===== src/rxo_params.svh =====
/*
 constants for the expansion port output control block.
 assumes inclusion by bare name from src/.
*/
`ifndef RXO_PARAMS_SVH
`define RXO_PARAMS_SVH

// ----------------------------------------
// register offsets and reset values
// ----------------------------------------
`define RXO_OFS_XPORT_CTRL 8'h13
`define RXO_OFS_COMPAT_CTRL 8'h14
`define RXO_RST_XPORT_CTRL 8'h00
`define RXO_RST_COMPAT_CTRL 8'h00

// ----------------------------------------
// field positions, port control register
// ----------------------------------------
`define RXO_BIT_RT_OE 7
`define RXO_BIT_HOR_SEL 6
`define RXO_POS_VERT_SEL 4
`define RXO_BIT_LOCK_SEL 3
`define RXO_POS_FMT 0

// ----------------------------------------
// field positions, compatibility register
// ----------------------------------------
`define RXO_BIT_COMPAT 7
`define RXO_BIT_GAIN 6
`define RXO_POS_TEST 4
`define RXO_BIT_XTOE 3
`define RXO_BIT_AUTO 2
`define RXO_POS_PHASE 0

// ----------------------------------------
// timing
// ----------------------------------------
`define RXO_CLK_MHZ 100
`define RXO_LLC_MHZ 27
`define RXO_HALF_MHZ 13.5
`define RXO_EIGHTH_DIV 4
`define RXO_FIFO_DEPTH 8

`endif


===== src/rxo_pkg.sv =====
/*
 types for the expansion port output control block.
 assumes rxo_params.svh defines the numbers.
*/
package rxo_pkg;

    typedef enum logic [2:0] {
        RXO_FMT_656 = 3'h0,
        RXO_FMT_656_VG = 3'h1,
        RXO_FMT_422 = 3'h2,
        RXO_FMT_RSV3 = 3'h3,
        RXO_FMT_BYP_HI = 3'h4,
        RXO_FMT_BYP_LO = 3'h5,
        RXO_FMT_RSV6 = 3'h6,
        RXO_FMT_MSB_LSB = 3'h7
    } rxo_fmt_e;

    typedef struct packed {
        logic rt_ctrl_out_enable;
        logic xport_hor_ref_select;
        logic [1:0] xport_vert_ref_select;
        logic lock_indicator_select;
        rxo_fmt_e port_output_format;
    } rxo_xctrl_s;

    typedef struct packed {
        logic reencoder_compat_bit;
        logic gain_update_interval;
        logic [1:0] test_sel_low;
        logic crystal_out_enable;
        logic auto_chroma_detect_ctrl;
        logic [1:0] converter_sample_phase;
    } rxo_compat_s;

    typedef struct packed {
        logic [8:0] conv_a;
        logic [8:0] conv_b;
        logic two_conv;
    } rxo_conv_s;

    typedef enum logic [1:0] {
        RXO_HS_IDLE = 2'h0,
        RXO_HS_WAIT = 2'h1,
        RXO_HS_PULSE = 2'h3
    } rxo_hs_e;

endpackage : rxo_pkg


===== src/rxo_fifo.sv =====
/*
 small flip-flop fifo with valid/ready on both sides.
 assumes one clock and asynchronous active low reset.
*/
`timescale 1ns/100ps
module rxo_fifo #(
    parameter int WIDTH = 8,
    parameter int DEPTH = 8
) (
    // clock and reset
    input wire logic clk_sys,
    input wire logic reset_n,
    // filling side
    input wire logic in_valid,
    output logic in_ready,
    input wire logic [WIDTH-1:0] in_data,
    // draining side
    output logic out_valid,
    input wire logic out_ready,
    output logic [WIDTH-1:0] out_data
);
    localparam int AW = $clog2(DEPTH);
    logic [WIDTH-1:0] mem [DEPTH];
    logic [AW-1:0] wr_ptr;
    logic [AW-1:0] rd_ptr;
    logic [AW:0] count;
    logic push;
    logic pop;

    logic [AW:0] next_count;
    assign next_count = count + (AW+1)'(push) - (AW+1)'(pop);
    assign out_valid = (count != '0);
    assign out_data = mem[rd_ptr];
    assign push = in_valid && in_ready;
    assign pop = out_valid && out_ready;

    always_ff @(posedge clk_sys) begin
        if (push) begin
            mem[wr_ptr] <= in_data;
        end
    end

    always_ff @(posedge clk_sys or negedge reset_n) begin
        if (!reset_n) begin
            wr_ptr <= '0;
            rd_ptr <= '0;
            count <= '0;
            in_ready <= 1'b1;
        end else begin
            if (push) begin
                wr_ptr <= (wr_ptr == AW'(DEPTH-1)) ? '0 : wr_ptr + 1'b1;
            end
            if (pop) begin
                rd_ptr <= (rd_ptr == AW'(DEPTH-1)) ? '0 : rd_ptr + 1'b1;
            end
            count <= next_count;
            in_ready <= (next_count != (AW+1)'(DEPTH));
        end
    end

    chk_fifo_no_overflow: assert property (@(posedge clk_sys) disable iff (!reset_n)
        count <= (AW+1)'(DEPTH))
        else $error("fifo count above depth");
endmodule : rxo_fifo


===== src/rxo_xport_ctrl.sv =====
/*
 expansion port output control: reference pin routing, lock indicator,
 byte format mux feeding an output fifo, control pin enables.
 assumes all timing inputs already run on clk_sys; register writes
 arrive as a strobe with offset and byte.
*/
// What this block does
// - hor ref pin: active line or hsync
// - hsync width eighth-rate, half-rate fine delay
// - vert ref pin: vsync, field id, inverted
// - lock out: inverted status or fast
// - format 000 656, 001 gated blanking
// - format 010 plain 422; 011,110 reserved
// - format 100 bypass bits 8..1 interleaved
// - format 101 bypass bits 7..0 interleaved
// - format 111 lower then upper bits
// - gain update per line or field
// - test mux: ground, converters, bandpass point
// - half-rate reference toggles every clk_sys cycle except on line_start, which clears it
// - alt gate position: field two one line earlier
`timescale 1ns/100ps
`include "rxo_params.svh"
module rxo_xport_ctrl #(
    parameter int FIFO_DEPTH = `RXO_FIFO_DEPTH
) (
    // clock and reset
    input wire logic clk_sys,
    input wire logic reset_n,
    // register access
    input wire logic reg_write,
    input wire logic [7:0] reg_addr,
    input wire logic [7:0] reg_wdata,
    output logic [7:0] reg_rdata,
    input wire logic test_sel_high,
    // timing references from the decoder core
    input wire logic active_line_ref,
    input wire logic line_start,
    input wire logic field_start,
    input wire logic vertical_sync_pulse,
    input wire logic field_id,
    input wire logic [8:0] line_number,
    input wire logic [7:0] hsync_begin_field,
    input wire logic [7:0] hsync_stop_field,
    input wire logic [1:0] hsync_fine_delay,
    input wire logic [8:0] vertical_gate_start_line,
    input wire logic [8:0] vertical_gate_stop_line,
    input wire logic vertical_gate_alt_position,
    input wire logic horizontal_lock_status,
    input wire logic fast_lock,
    // video and converter data
    input wire logic [7:0] video_byte,
    input wire logic video_is_code,
    input wire logic video_valid,
    input wire rxo_pkg::rxo_conv_s conv,
    input wire logic conv_valid,
    input wire logic rt_ctrl_data,
    input wire logic crystal_clk,
    // expansion port
    output logic xport_hor_ref_pin,
    output logic xport_vert_ref_pin,
    output logic horizontal_lock_output,
    output logic half_rate_reference,
    output logic [7:0] xport_data_bus,
    output logic xport_data_valid,
    input wire logic xport_data_ready,
    output logic data_source_ready,
    // control pins and misc outputs
    output logic realtime_control_output,
    output logic realtime_control_output_oe,
    output logic crystal_clock_output,
    output logic crystal_clock_output_oe,
    output logic gain_update,
    output logic [2:0] analog_test_select,
    output logic [1:0] converter_sample_phase,
    output logic reencoder_compat_bit
);
    // ----------------------------------------
    // registers
    // ----------------------------------------
    rxo_pkg::rxo_xctrl_s xctrl;
    rxo_pkg::rxo_compat_s compat;

    always_ff @(posedge clk_sys or negedge reset_n) begin
        if (!reset_n) begin
            xctrl <= `RXO_RST_XPORT_CTRL;
            compat <= `RXO_RST_COMPAT_CTRL;
        end else if (reg_write) begin
            if (reg_addr == `RXO_OFS_XPORT_CTRL) begin
                xctrl <= reg_wdata;
            end
            if (reg_addr == `RXO_OFS_COMPAT_CTRL) begin
                compat <= reg_wdata;
            end
        end
    end

    always_ff @(posedge clk_sys or negedge reset_n) begin
        if (!reset_n) begin
            reg_rdata <= 8'h00;
        end else if (reg_addr == `RXO_OFS_XPORT_CTRL) begin
            reg_rdata <= xctrl;
        end else if (reg_addr == `RXO_OFS_COMPAT_CTRL) begin
            reg_rdata <= compat;
        end else begin
            reg_rdata <= 8'h00;
        end
    end

    // ----------------------------------------
    // half-rate reference and eighth-rate ticks
    // ----------------------------------------
    logic [1:0] eighth_cnt;
    logic eighth_tick;
    assign eighth_tick = half_rate_reference && (eighth_cnt == 2'h3);

    always_ff @(posedge clk_sys or negedge reset_n) begin
        if (!reset_n) begin
            half_rate_reference <= 1'b0;
            eighth_cnt <= 2'h0;
        end else if (line_start) begin
            half_rate_reference <= 1'b0;
            eighth_cnt <= 2'h0;
        end else begin
            half_rate_reference <= !half_rate_reference;
            if (half_rate_reference) begin
                eighth_cnt <= eighth_cnt + 2'h1;
            end
        end
    end

    // ----------------------------------------
    // programmable hsync
    // ----------------------------------------
    rxo_pkg::rxo_hs_e hs_state;
    logic [7:0] hs_count;
    logic [1:0] hs_fine;
    logic hs_raw;
    logic [3:0] hs_delay_line;
    logic programmable_hsync;

    always_ff @(posedge clk_sys or negedge reset_n) begin
        if (!reset_n) begin
            hs_state <= rxo_pkg::RXO_HS_IDLE;
            hs_count <= 8'h00;
            hs_raw <= 1'b0;
        end else if (line_start) begin
            hs_state <= rxo_pkg::RXO_HS_WAIT;
            hs_count <= 8'h00;
            hs_raw <= 1'b0;
        end else if (eighth_tick) begin
            hs_count <= hs_count + 8'h01;
            unique case (hs_state)
                rxo_pkg::RXO_HS_IDLE: begin
                    hs_raw <= 1'b0;
                end
                rxo_pkg::RXO_HS_WAIT: begin
                    if (hs_count == hsync_begin_field) begin
                        hs_state <= rxo_pkg::RXO_HS_PULSE;
                        hs_raw <= 1'b1;
                    end
                end
                rxo_pkg::RXO_HS_PULSE: begin
                    if (hs_count == hsync_stop_field) begin
                        hs_state <= rxo_pkg::RXO_HS_IDLE;
                        hs_raw <= 1'b0;
                    end
                end
                default: begin
                    hs_state <= rxo_pkg::RXO_HS_IDLE;
                end
            endcase
        end
    end

    // fine delay in half-rate steps
    always_ff @(posedge clk_sys or negedge reset_n) begin
        if (!reset_n) begin
            hs_delay_line <= 4'h0;
            hs_fine <= 2'h0;
        end else begin
            hs_fine <= hsync_fine_delay;
            if (half_rate_reference) begin
                hs_delay_line <= {hs_delay_line[2:0], hs_raw};
            end
        end
    end

    assign programmable_hsync = (hs_fine == 2'h0) ? hs_raw : hs_delay_line[hs_fine - 2'h1];

    // ----------------------------------------
    // vertical gate
    // ----------------------------------------
    logic vertical_gate;
    logic [8:0] gate_start;
    logic [8:0] gate_stop;
    always_comb begin
        gate_start = vertical_gate_start_line;
        gate_stop = vertical_gate_stop_line;
        if (vertical_gate_alt_position && field_id) begin
            gate_start = vertical_gate_start_line - 9'h001;
            gate_stop = vertical_gate_stop_line - 9'h001;
        end
    end

    always_ff @(posedge clk_sys or negedge reset_n) begin
        if (!reset_n) begin
            vertical_gate <= 1'b0;
        end else if (line_start) begin
            if (line_number == gate_start) begin
                vertical_gate <= 1'b1;
            end else if (line_number == gate_stop) begin
                vertical_gate <= 1'b0;
            end
        end
    end

    // ----------------------------------------
    // reference pins and lock output
    // ----------------------------------------
    always_ff @(posedge clk_sys or negedge reset_n) begin
        if (!reset_n) begin
            xport_hor_ref_pin <= 1'b0;
            xport_vert_ref_pin <= 1'b0;
            horizontal_lock_output <= 1'b0;
        end else begin
            xport_hor_ref_pin <= xctrl.xport_hor_ref_select ? programmable_hsync
                                                           : active_line_ref;
            unique case (xctrl.xport_vert_ref_select)
                2'h0: xport_vert_ref_pin <= vertical_sync_pulse;
                2'h1: xport_vert_ref_pin <= field_id;
                2'h2: xport_vert_ref_pin <= !vertical_sync_pulse;
                2'h3: xport_vert_ref_pin <= !field_id;
            endcase
            horizontal_lock_output <= xctrl.lock_indicator_select ? fast_lock
                                                                 : !horizontal_lock_status;
        end
    end

    // ----------------------------------------
    // output byte format
    // ----------------------------------------
    logic [7:0] fmt_byte;
    logic fmt_valid;
    always_comb begin
        fmt_byte = 8'h00;
        fmt_valid = 1'b0;
        unique case (xctrl.port_output_format)
            rxo_pkg::RXO_FMT_656: begin
                fmt_byte = video_byte;
                fmt_valid = video_valid;
            end
            rxo_pkg::RXO_FMT_656_VG: begin
                fmt_byte = (vertical_gate || video_is_code) ? video_byte : 8'h80;
                fmt_valid = video_valid;
            end
            rxo_pkg::RXO_FMT_422: begin
                fmt_byte = video_byte;
                fmt_valid = video_valid && !video_is_code;
            end
            rxo_pkg::RXO_FMT_BYP_HI: begin
                fmt_byte = (conv.two_conv && half_rate_reference) ? conv.conv_b[8:1]
                                                                  : conv.conv_a[8:1];
                fmt_valid = conv_valid;
            end
            rxo_pkg::RXO_FMT_BYP_LO: begin
                fmt_byte = (conv.two_conv && half_rate_reference) ? conv.conv_b[7:0]
                                                                  : conv.conv_a[7:0];
                fmt_valid = conv_valid;
            end
            rxo_pkg::RXO_FMT_MSB_LSB: begin
                fmt_byte = half_rate_reference ? conv.conv_a[8:1] : conv.conv_a[7:0];
                fmt_valid = conv_valid;
            end
            rxo_pkg::RXO_FMT_RSV3, rxo_pkg::RXO_FMT_RSV6: begin
                fmt_valid = 1'b0;
            end
        endcase
    end

    logic [7:0] fifo_byte;
    logic fifo_valid;
    rxo_fifo #(
        .WIDTH(8),
        .DEPTH(FIFO_DEPTH)
    ) u_fifo (
        .clk_sys(clk_sys),
        .reset_n(reset_n),
        .in_valid(fmt_valid),
        .in_ready(data_source_ready),
        .in_data(fmt_byte),
        .out_valid(fifo_valid),
        .out_ready(!xport_data_valid || xport_data_ready),
        .out_data(fifo_byte)
    );

    always_ff @(posedge clk_sys or negedge reset_n) begin
        if (!reset_n) begin
            xport_data_bus <= 8'h00;
            xport_data_valid <= 1'b0;
        end else if (!xport_data_valid || xport_data_ready) begin
            xport_data_bus <= fifo_byte;
            xport_data_valid <= fifo_valid;
        end
    end

    // ----------------------------------------
    // control pins, gain update, misc fields
    // ----------------------------------------
    always_ff @(posedge clk_sys or negedge reset_n) begin
        if (!reset_n) begin
            realtime_control_output <= 1'b0;
            realtime_control_output_oe <= 1'b0;
            crystal_clock_output <= 1'b0;
            crystal_clock_output_oe <= 1'b0;
            gain_update <= 1'b0;
            analog_test_select <= 3'h0;
            converter_sample_phase <= 2'h0;
            reencoder_compat_bit <= 1'b0;
        end else begin
            realtime_control_output <= rt_ctrl_data;
            realtime_control_output_oe <= xctrl.rt_ctrl_out_enable;
            crystal_clock_output <= crystal_clk;
            crystal_clock_output_oe <= compat.crystal_out_enable;
            gain_update <= compat.gain_update_interval ? field_start : line_start;
            // reserved codes pass through; the analog mux grounds them
            analog_test_select <= {test_sel_high, compat.test_sel_low};
            converter_sample_phase <= compat.converter_sample_phase;
            reencoder_compat_bit <= compat.reencoder_compat_bit;
        end
    end

    // ----------------------------------------
    // checks
    // ----------------------------------------
    chk_hor_ref_sel: assert property (@(posedge clk_sys) disable iff (!reset_n)
        reset_n && !xctrl.xport_hor_ref_select |=> xport_hor_ref_pin == $past(active_line_ref))
        else $error("hor ref pin not active line");
    chk_vert_ref_inv: assert property (@(posedge clk_sys) disable iff (!reset_n)
        xctrl.xport_vert_ref_select == 2'h2 |=> xport_vert_ref_pin == !$past(vertical_sync_pulse))
        else $error("vert ref pin not inverted vsync");
    chk_lock_out_inv: assert property (@(posedge clk_sys) disable iff (!reset_n)
        reset_n && !xctrl.lock_indicator_select
        |=> horizontal_lock_output == !$past(horizontal_lock_status))
        else $error("lock output not inverted status");
    chk_half_rate_tog: assert property (@(posedge clk_sys) disable iff (!reset_n)
        reset_n && !line_start |=> half_rate_reference != $past(half_rate_reference))
        else $error("half rate reference did not toggle");
    chk_reserved_fmt: assert property (@(posedge clk_sys) disable iff (!reset_n)
        xctrl.port_output_format == rxo_pkg::RXO_FMT_RSV3 |-> !fmt_valid)
        else $error("reserved format produced data");
    chk_byp_interleave: assert property (@(posedge clk_sys) disable iff (!reset_n)
        xctrl.port_output_format == rxo_pkg::RXO_FMT_BYP_HI && conv.two_conv
        && half_rate_reference |-> fmt_byte == conv.conv_b[8:1])
        else $error("bypass byte from wrong converter");
    chk_msb_lsb_low: assert property (@(posedge clk_sys) disable iff (!reset_n)
        xctrl.port_output_format == rxo_pkg::RXO_FMT_MSB_LSB && !half_rate_reference
        |-> fmt_byte == conv.conv_a[7:0])
        else $error("low half byte wrong");
    chk_rt_oe_follow: assert property (@(posedge clk_sys) disable iff (!reset_n)
        !xctrl.rt_ctrl_out_enable ##1 !$past(xctrl.rt_ctrl_out_enable) |-> !realtime_control_output_oe)
        else $error("control pin driven while disabled");
    chk_gain_field: assert property (@(posedge clk_sys) disable iff (!reset_n)
        compat.gain_update_interval && !field_start |=> !gain_update)
        else $error("gain update outside field start");
endmodule : rxo_xport_ctrl


===== config.mk =====
export PLATFORM = sky130hd
export DESIGN_NAME = rxo_xport_ctrl
export DESIGN_NICKNAME = d
export VERILOG_FILES = /design/src/rxo_pkg.sv /design/src/rxo_fifo.sv /design/src/rxo_xport_ctrl.sv
export VERILOG_INCLUDE_DIRS = /design/src /design/src/src
export SDC_FILE = /design/constraint.sdc
export NUM_CORES = 1
export LEC_CHECK = 0
export CAP_MARGIN = 5
export CELL_PAD_IN_SITES_DETAIL_PLACEMENT = 2
export CELL_PAD_IN_SITES_GLOBAL_PLACEMENT = 2
export CORE_MARGIN = 2
export CORE_UTILIZATION = 35
export CTS_CLUSTER_SIZE = 25
export DETAILED_ROUTE_END_ITERATION = 8
export DONT_BUFFER_PORTS = 1
export PLACE_DENSITY = 0.67
export SETUP_SLACK_MARGIN = 0.4
export SLEW_MARGIN = 20
export SYNTH_ARGS = -nofsm -noshare
export SYNTH_HDL_FRONTEND = slang
export SYNTH_SLANG_ARGS = --single-unit

===== constraint.sdc =====
create_clock -name clk_sys -period 3.7 [get_ports clk_sys]
set_clock_uncertainty 0.05 [all_clocks]
set_input_delay 0.37 -clock clk_sys [delete_from_list [all_inputs] [get_ports clk_sys]]
set_output_delay 0.37 -clock clk_sys [all_outputs]
set_load 0.01 [all_outputs]

# [Word level (Yosys, flattened, before mapping)]
# Memory sizes are Yosys's and may differ from the RTL's. A register that Yosys moved wholly into a read port is not among the register bits.
# Index checks and enable logic that the tools add are counted.
# W data, S select, Z words.
[classes] n_addsub=9 n_lt_le_gt_ge=1 n_eq_ne=25 muxes=38 reduce_logical=33
[ops] cell="$mux W8" count=8
[ops] cell="$pmux W8 S5" count=1
[ops] cell="$eq A3 B3 Y1 const B" count=6
[ops] cell="$eq A9 B9 Y1" count=2
[ops] cell="$mux W9" count=2
[ops] cell="$sub A9 B1 Y9 const B" count=2
[ops] cell="$eq A8 B5 Y1 const B" count=2
[ops] cell="$eq A8 B8 Y1" count=2
[ops] cell="$mux W1" count=14
[ops] cell="$mux W2" count=6
[ops] cell="$add A8 B1 Y8 const B" count=1
[ops] cell="$eq A2 B2 Y1 const B" count=4
[ops] cell="$pmux W1 S4" count=2
[ops] cell="$reduce_and A4 Y1" count=2
[ops] cell="$reduce_bool A4 Y1" count=2
[ops] cell="$logic_not A1 Y1" count=7
[ops] cell="$add A3 B1 Y3 const B" count=2
[ops] cell="$eq A3 B2 Y1 const B" count=2
[ops] cell="$logic_and A1 B1 Y1" count=6
[ops] cell="$logic_not A2 Y1" count=3
[ops] cell="$mux W3" count=2
[ops] cell="$ne A3 B3 Y1 const B" count=2
[ops] cell="$pmux W2 S3" count=1
[ops] cell="$reduce_and A2 Y1" count=3
[ops] cell="16 further kinds" count=22
[word_totals] register_bits=71 mem_bits_rw=64 out_inout_bits=33 n_memories=1
[memory_table] name="u_fifo.mem" words=8 word_bits=8 rd=1 rd_clocked_by_memory_dff=1 wr=1 line="rxo_fifo.sv:23" text="logic [WIDTH-1:0] mem [DEPTH];"

# [Logic depth before layout (Yosys ltp)]
# Gate-level depths: netlist (run 1).
[depth] depth_word=7 depth_mapped=11

# [Hierarchy]
# From an unflattened synthesis (run 1), not the netlist that was laid out.
[hier_totals] hier_cells=525 area_unflattened_um2=7000.5
[by_module_without_submodules] module="rxo_xport_ctrl" instances=1 cells_per_inst=370 area_per_inst_um2=3881.2 seq_area_each_um2=1701.6
[by_module_without_submodules] module="rxo_fifo" instances=1 cells_per_inst=155 area_per_inst_um2=3119.2 seq_area_each_um2=2198.4

# [Worst setup path before layout (run 1)]
# No wires, ideal clock.
[synth_path] path_type="register to register" from="register xctrl[0] (netlist name)" to="register u_fifo.in_ready" arrival_time_ps=2592 t_required_ps=3550 slack_ps=958 stages_incl_launch_ff=11 n_path_buf=2 cell_sequence="dfrtp_1 -> clkbuf_1 -> o211ai_1 -> o21ai_0 -> and2_1 -> clkbuf_1 -> ha_1 -> inv_1 -> fa_1 -> inv_1 -> or4b_2"
[synth_between] elab_chain_len=7
[synth_lines] item="start: declaration" line="rxo_xport_ctrl.sv:80" text="rxo_pkg::rxo_xctrl_s xctrl;"
[synth_lines] item="start signal: assignment" line="rxo_xport_ctrl.sv:85" text="xctrl <= `RXO_RST_XPORT_CTRL;"
[synth_lines] item="start signal: assignment" line="rxo_xport_ctrl.sv:89" text="xctrl <= reg_wdata;"
[synth_lines] item="$eq A3 B3 Y1 (tied with other cells)" line="rxo_xport_ctrl.sv:247" text="unique case (xctrl.port_output_format)"
[synth_lines] item="$reduce_or A3 Y1 (no source line) (tied with other cells)"
[synth_lines] item="$pmux W1 S4 *" line="rxo_xport_ctrl.sv:247"
[synth_lines] item="$logic_and A1 B1 Y1 *" line="rxo_fifo.sv:34" text="assign push = in_valid && in_ready;"
[synth_lines] item="via u_fifo.push" line="rxo_fifo.sv:27" text="logic push;"
[synth_lines] item="$add A4 B1 Y4 *" line="rxo_fifo.sv:31" text="assign next_count = count + (AW+1)'(push) - (AW+1)'(pop);"
[synth_lines] item="$sub A4 B1 Y4 *" line="rxo_fifo.sv:31"
[synth_lines] item="via u_fifo.next_count[1]" line="rxo_fifo.sv:30" text="logic [AW:0] next_count;"
[synth_lines] item="$ne A4 B4 Y1 *" line="rxo_fifo.sv:57" text="in_ready <= (next_count != (AW+1)'(DEPTH));"
[synth_lines] item="end signal: assignment" line="rxo_fifo.sv:57"
[synth_lines] item="end: declaration" line="rxo_fifo.sv:15" text="output logic in_ready,"
# The timed path passes the listed nets; every way through them passes the cells marked *.
# A chain may end at the register's enable or synchronous reset.

# [Worst setup path in the final report (run 1)]
[layout_path] from="register xport_data_valid" to="register u_fifo.in_ready"
[layout_between] elab_chain_len=5
[layout_lines] item="start: declaration" line="rxo_xport_ctrl.sv:64" text="output logic xport_data_valid,"
[layout_lines] item="start signal: assignment" line="rxo_xport_ctrl.sv:302" text="xport_data_valid <= fifo_valid;"
[layout_lines] item="$logic_not A1 Y1" line="rxo_xport_ctrl.sv:292" text=".out_ready(!xport_data_valid || xport_data_ready),"
[layout_lines] item="$logic_or A1 B1 Y1" line="rxo_xport_ctrl.sv:292"
[layout_lines] item="$logic_and A1 B1 Y1" line="rxo_fifo.sv:35" text="assign pop = out_valid && out_ready;"
[layout_lines] item="via u_fifo.pop" line="rxo_fifo.sv:28" text="logic pop;"
[layout_lines] item="$sub A4 B1 Y4" line="rxo_fifo.sv:31"
[layout_lines] item="via u_fifo.next_count[3]" line="rxo_fifo.sv:30"
[layout_lines] item="$ne A4 B4 Y1" line="rxo_fifo.sv:57"
# The timed path passes the listed nets, and every way through them passes these cells.

==> out/results.txt, run 1 <==
Status -> complete, no violations
DIE WIDTH -> 144 um
Crit path top cell by count -> ha_1
GPL Wtd Cong -> 0.743
Via count -> 4336
Yosys reg bits -> 143
Root Driver -> clkbuf_16
First-pass GRT wire length -> 27100 um
Row count -> 51
CP Class -> register to register
Critical Path Fanout Max -> 18
Area share of fa/ha/maj cells after synthesis -> 0.0338
Sequential cell fraction of total power -> 0.435
Synth Area in XOR/XNOR -> 0.0611
Synth Area per Inst -> 13.2 um2
Cell family with most CP delay -> simple AND/OR/NAND/NOR gates
Yosys top cell by area -> dfrtp_1
Total CTS buffers -> 17
Sw frac -> 0.282
Final hold vios -> 0
Crit. End Element -> register
Area Growth Syn to Fin -> 15.3%
Detailed Place HPWL -> 12700 um
Max-slew violations -> 0
Clock power frac -> 0.371
Leakage power -> 0.00310 uW
Post-Synthesis Cells -> 520
Max Cap Viol -> 0
Number of library cell types mapped by synthesis -> 56
Initial antenna violation count -> 2
Nets@finish -> 664
Most frequent cells in the layout -> dfrtp_1, edfxtp_1, nor2_1
Unrepaired setup endpoints after global routing -> false
Setup TNS -> 0 ns
Die area -> 20800 um2
Commonest non-fill, non-tap cell in the layout -> dfrtp_1
Die height -> 144 um
Largest family of logic cells by synthesized area -> multiplexers
CTS-repair resized insts -> 0
Critical path buffer and inverter count -> 2
Largest net degree at the start of global routing -> 80
Core area -> 19400 um2
Hold Crit Class -> primary input to register
CP Launch Type -> register
Combinational Power Share -> 0.194
GR Util All Layers -> 0.176
Data required time of the worst path -> 3.97 ns
FMAX -> 0.335 GHz
Worst VDD drop -> 302 uV
Total gr overflow -> 0
DP Worst Slack -> 0.705 ns
Setup slack after layout -> 0.718 ns
Via-to-Cell Ratio -> 5.29
CTS tree -> yes
Post-synthesis mux area share -> 0.145
Final wirelength -> 17400 um
Top Ports -> 139
Post-CTS Hold Buffers -> 9
Main flop type after synthesis -> dfrtp_1
Sequential element share of the synthesized area -> 0.567
Initial core utilization -> 0.354
Setup bufs post-CTS -> 0
Synth Area in Simple Gates -> 0.105
Remaining DRCs -> 0
Final ANT Viol Nets -> 0
Final setup viols -> 0
H-Tree Depth -> 4
First DRT Iteration DRCs -> 107
Skew-Pair Late Insertion Delay -> 0.42 ns
Cell Chain, Critical Path -> nor2b_1 > buf_4 > nor2_1 > ha_1 > inv_1 > ha_1 > a21o_1 > a21oi_1 > xor2_1 > or4b_2
Pint -> 3410 uW
Number of global-route vias before repair -> 4954
Layout cells sized above 1 -> 0.175
Power per cell area -> 599 nW/um2
Clock-pin transition on the worst setup and hold timing paths -> 0.06 ns
P_sw -> 1340 uW
Max transition margin -> 0.402
Compound-Gate Fraction of Synth Area -> 0.0664
Clk sink count -> 143
Post-synth top area share -> 0.284
Fin crit share -> 0.806
Min cycle time layout -> 2.98 ns
Worst Path Arrival -> 3.25 ns
Ys async rst share -> 0.552
CP max stage delay -> 0.62 ns
Post-synth EDFFs -> 64
FF-to-FF setup slack -> 0.72 ns
Drt pass-1 iters -> 4
Mean routed wirelength per cell -> 21.2 um
Number of port buffers -> 0
Synthesized Nets -> 644
Slowest cell on the critical path -> or4b_2
Main area contributors after synthesis -> dfrtp_1, edfxtp_1, mux4_2
Clock buffer depth -> 2
Yosys warns -> 0
Post-Syn Area -> 6880 um2
Slew @ Worst Pin -> 0.896 ns
## per-layer routing
layer | up-vias | track usage | part of all wire
met1 | 2222 | 0.189 | 0.38
li1 | 1964 | - | -
met3 | 31 | 0.0636 | 0.064
met4 | 2 | 0.0644 | 0.024
met2 | 117 | 0.317 | 0.54
met5 | - | 0 | 0.00069
## flip-flops by register name, indices dropped and copies added, names as in the netlist, 3 cells and up
signal	count
analog_test_select	3
compat	8
hs_count	8
hs_delay_line	4
reg_rdata	8
u_fifo.count	4
u_fifo.mem	64
u_fifo.rd_ptr	3
u_fifo.wr_ptr	3
xctrl	8
xport_data_bus	8
## layout make-up
type	instances	area (um2)
antenna	1	2.50
clock buffer	19	443
clock inverter	13	160
fill	1984	11500
inverter	17	63.8
multi-input combinational	340	2830
sequential	143	3900
tap	265	332
timing repair buffer	21	198
## final timing paths
path / start / end / cells past startpoint
hold reg to reg: compat[1]$_DFFE_PN0P_ / converter_sample_phase[1]$_DFF_PN0_ / 0
min in group asynchronous: reset_n / xport_data_bus[3]$_DFFE_PN0N_ / 2
hold / removal: reg_wdata[1] / xctrl[1]$_DFFE_PN0P_ / 2
setup / recovery: xport_data_valid$_DFFE_PN0N_ / u_fifo.in_ready$_DFF_PN1_ / 10
max in group asynchronous: reset_n / hs_count[0]$_DFFE_PN0P_ / 2
setup reg to reg: xport_data_valid$_DFFE_PN0N_ / u_fifo.in_ready$_DFF_PN1_ / 10
## worst reg2reg max path: cells and delay by family, from the launching register on
family / cells / cell delay (ns)
compound gates: 2 / 0.37
xor+xnor: 1 / 0.20
fa+ha+maj: 2 / 0.55
buf+inv: 2 / 0.25
flops: 1 / 0.41
simple gates: 3 / 1.05
## power by group through the flow
stage,Clock [uW],Sequential [uW],Combinational (uW)
6_report,1760,2070,921
5_1_grt,1880,2100,1050
4_1_cts,1810,2080,956
3_5_place_dp,0,2110,914
3_3_place_gp,0,2080,825
2_1_floorplan,0,1990,735
## cells by family (layout without fill, tap and decap cells)
family          after synthesis  count (layout)
xor+xnor                     48              48
fa+ha+maj                    18              18
compound gates               66              66
flops                       143             143
simple gates                134             134
other cells                   0               1
mux                          74              74
buf+inv                      37              70
## Yosys cell counts, types with 6 or more instances
library cell and instances:
a21oi_1 6, xnor2_1 35, o21ai_0 25, mux2_2 27, a22o_1 8, clkbuf_1 14, mux4_2 18, inv_1 17
nand2_1 30, nand4_1 6, a221o_1 7, edfxtp_1 64, nand3_1 8, dfrtp_1 78, nor2_1 37, mux2i_1 29
nor3_1 7, ha_1 17, xor2_1 13
## metrics by stage
stage	utilization	cell area (um2)	hold WS (ns)	instances	total power, uW
finish	0.409	7930	0.0384	819	4750
global route	0.409	7930	0.0255	818	5030
CTS	0.409	7930	0.0221	818	4840
detailed placement	0.372	7220	0.0266	777	3020
global placement	0.372	7220	0.0276	777	2900
floorplan	-	6880	0.0244	520	2730
(Power assumes the default switching activity.)
==> inputs of run 2 (changes only) <==
==> constraint.sdc (replaced) <==
create_clock -name clk_sys -period 2.9 [get_ports clk_sys]
set_clock_uncertainty 0.05 [all_clocks]
set_input_delay 0.29 -clock clk_sys [delete_from_list [all_inputs] [get_ports clk_sys]]
set_output_delay 0.29 -clock clk_sys [all_outputs]
set_load 0.01 [all_outputs]
==> out/results.txt, run 2 (synthesized netlist as in run 1, its figures left out) <==
First-pass GRT wire length -> 28000 um (+3.4%)
First DRT Iteration DRCs -> 135 (+26%)
Cell Chain, Critical Path -> inv_2 > ha_4 > and3_4 > nor2_4 > ha_4 > inv_4 > ha_4 > inv_2 > fa_1 > inv_1 > or4b_4
Power per cell area -> 759 nW/um2 (+27%)
Max Cap Viol -> 0 (unchanged)
Setup TNS -> 0 ns (unchanged)
Largest net degree at the start of global routing -> 80 (unchanged)
Final hold vios -> 0 (unchanged)
Max-slew violations -> 0 (unchanged)
Initial antenna violation count -> 2 (unchanged)
Final instance area -> 8180 um2 (+3.2%)
Via-to-Cell Ratio -> 5.24 (-0.97%)
Initial core utilization -> 0.354 (unchanged)
Data required time of the worst path -> 3.18 ns (-0.79 ns)
Mean routed wirelength per cell -> 21.4 um (+0.89%)
Nets@finish -> 684 (+3.0%)
Hold Crit Class -> primary input to register
Clock-pin transition on the worst setup and hold timing paths -> 0.06 ns (about the same)
Commonest non-fill, non-tap cell in the layout -> dfrtp_1
Final wirelength -> 18000 um (+3.5%)
Skew-Pair Late Insertion Delay -> 0.42 ns (about the same)
CP Class -> register to register
DP Area -> 7270 um2 (+0.71%)
GRT met2 Usage -> 0.317 (about the same)
Worst VDD drop -> 420 uV (+39%)
DP Worst Slack -> 0.201 ns (-0.505 ns)
Via count -> 4404 (+1.6%)
Detailed Place HPWL -> 12800 um (+0.38%)
Number of global-route vias before repair -> 4979 (+0.50%)
CP Launch Type -> register
Die height -> 144 um (unchanged)
Leakage power -> 0.00319 uW (+2.8%)
Clk sink count -> 143 (unchanged)
Status -> complete, no violations
Layout cells sized above 1 -> 0.204 (+0.0288)
Core area -> 19400 um2 (unchanged)
Crit path top cell by count -> ha_4
Final ANT Viol Nets -> 0 (unchanged)
Root Driver -> clkbuf_16
Number of port buffers -> 0 (unchanged)
Worst Path Arrival -> 2.73 ns (-0.52 ns)
Area of the multi-input gates -> 2890 um2 (+2.3%)
Clock buffer depth -> 2 (unchanged)
Final setup viols -> 0 (unchanged)
Critical Path Fanout Max -> 2 (-16)
Slowest cell on the critical path -> or4b_4
Area Growth Syn to Fin -> 18.9%
Total gr overflow -> 0 (unchanged)
Top Ports -> 139 (unchanged)
GR Util All Layers -> 0.182 (+0.00644)
Remaining DRCs -> 0 (unchanged)
Row count -> 51 (unchanged)
DIE WIDTH -> 144 um (unchanged)
Met3 Usage GRT -> 0.0576 (-0.00596)
Min cycle time layout -> 2.45 ns (-0.530 ns)
Crit. End Element -> register
Met1 usage in global routing -> 0.212 (+0.0223)
H-Tree Depth -> 4 (unchanged)
CTS tree -> yes
Top reg by flops -> u_fifo.mem
Slew @ Worst Pin -> 0.888 ns (-0.00876 ns)
GPL Wtd Cong -> 0.723 (-2.7%)
Gr busiest metal -> met2
Max reg flops -> 64 (unchanged)
Max transition margin -> 0.402 (-0.000416)
Total CTS buffers -> 17 (unchanged)
Unrepaired setup endpoints after global routing -> true
Fillers -> 1993 (+0.45%)
Register area -> 3900 um2 (about the same)
Setup slack after layout -> 0.448 ns (-0.270 ns)
CP max stage delay -> 0.52 ns (-0.10 ns)
Die area -> 20800 um2 (unchanged)
FMAX -> 0.408 GHz (+22%)
Fin crit share -> 0.845 (+0.0396)
Drt pass-1 iters -> 4 (unchanged)
Most frequent cells in the layout -> dfrtp_1, edfxtp_1, nor2_1
## run 2: changes by cell type in the layout (fill, tap and decap cells not counted), moves of 3 or more
cell and change:
dlygate4sd3_1 +11, buf_4 +9, inv_1 -5, inv_2 +4, clkinv_1 +3, ha_1 -3, ha_4 +3, inv_6 -3
## run 2: final cells by class
class / instances / area share
timing repair buffer: 41 / 0.0459
clock buffer: 19 / 0.0529
sequential: 143 / 0.477
multi-input combinational: 340 / 0.354
antenna: 2 / 0.000612
tap: 265 / 0.0405
inverter: 17 / 0.00811
clock inverter: 13 / 0.0210
## run 2: stage by stage
stage,total power (uW),instances,util,hold WS (ns)
floorplan,3510,520,-,-0.0556
global placement,3750,781,0.375,-0.0528
detailed placement,3860,781,0.375,-0.0526
CTS,6310,837,0.421,0.00242
global route,6550,839,0.422,0.00678
finish,6210,840,0.422,0.0185
## run 2: worst paths after layout
check                                           from                         endpoint  slack (ns)  depth (start not counted)
hold reg to reg                compat[5]$_DFFE_PN0P_  analog_test_select[1]$_DFF_PN0_        0.36                          0
setup / recovery           u_fifo.count[2]$_DFF_PN0_        u_fifo.in_ready$_DFF_PN1_        0.45                         11
setup reg to reg           u_fifo.count[2]$_DFF_PN0_        u_fifo.in_ready$_DFF_PN1_        0.45                         11
min in group asynchronous                    reset_n     xport_data_valid$_DFFE_PN0N_        0.38                          2
hold / removal                            line_start          hs_state[0]$_DFFE_PN0P_        0.02                          2
max in group asynchronous                    reset_n             xctrl[1]$_DFFE_PN0P_        2.05                          2
## run 2: report_power, final
| part | internal (uW) | switching [uW] |
|---|---|---|
| sequential | 2370 | 264 |
| combinational | 696 | 613 |
| clock | 1430 | 843 |
## run 2: critical path: cells and delay by family (launching register included)
| family | cells | cell delay (ns) |
|---|---|---|
| adder cells (fa/ha/maj) | 4 | 0.94 |
| AND/OR/NAND/NOR | 3 | 0.75 |
| flip-flops | 1 | 0.38 |
| buffers and inverters | 4 | 0.22 |
## run 2: routing by layer
layer	wire length (um)	share of wire
met4	306	0.017
met2	9570	0.53
met5	0	0
met3	1030	0.058
met1	7050	0.39
## run 2: repair_timing
item	in CTS	in global routing
hold buffers	20	0
buffers inserted	4	1
resized for setup	13	3
endpoints found under the hold margin	117	0
endpoints found under the setup margin	1	1
cloned	0	0
pin swaps	3	3
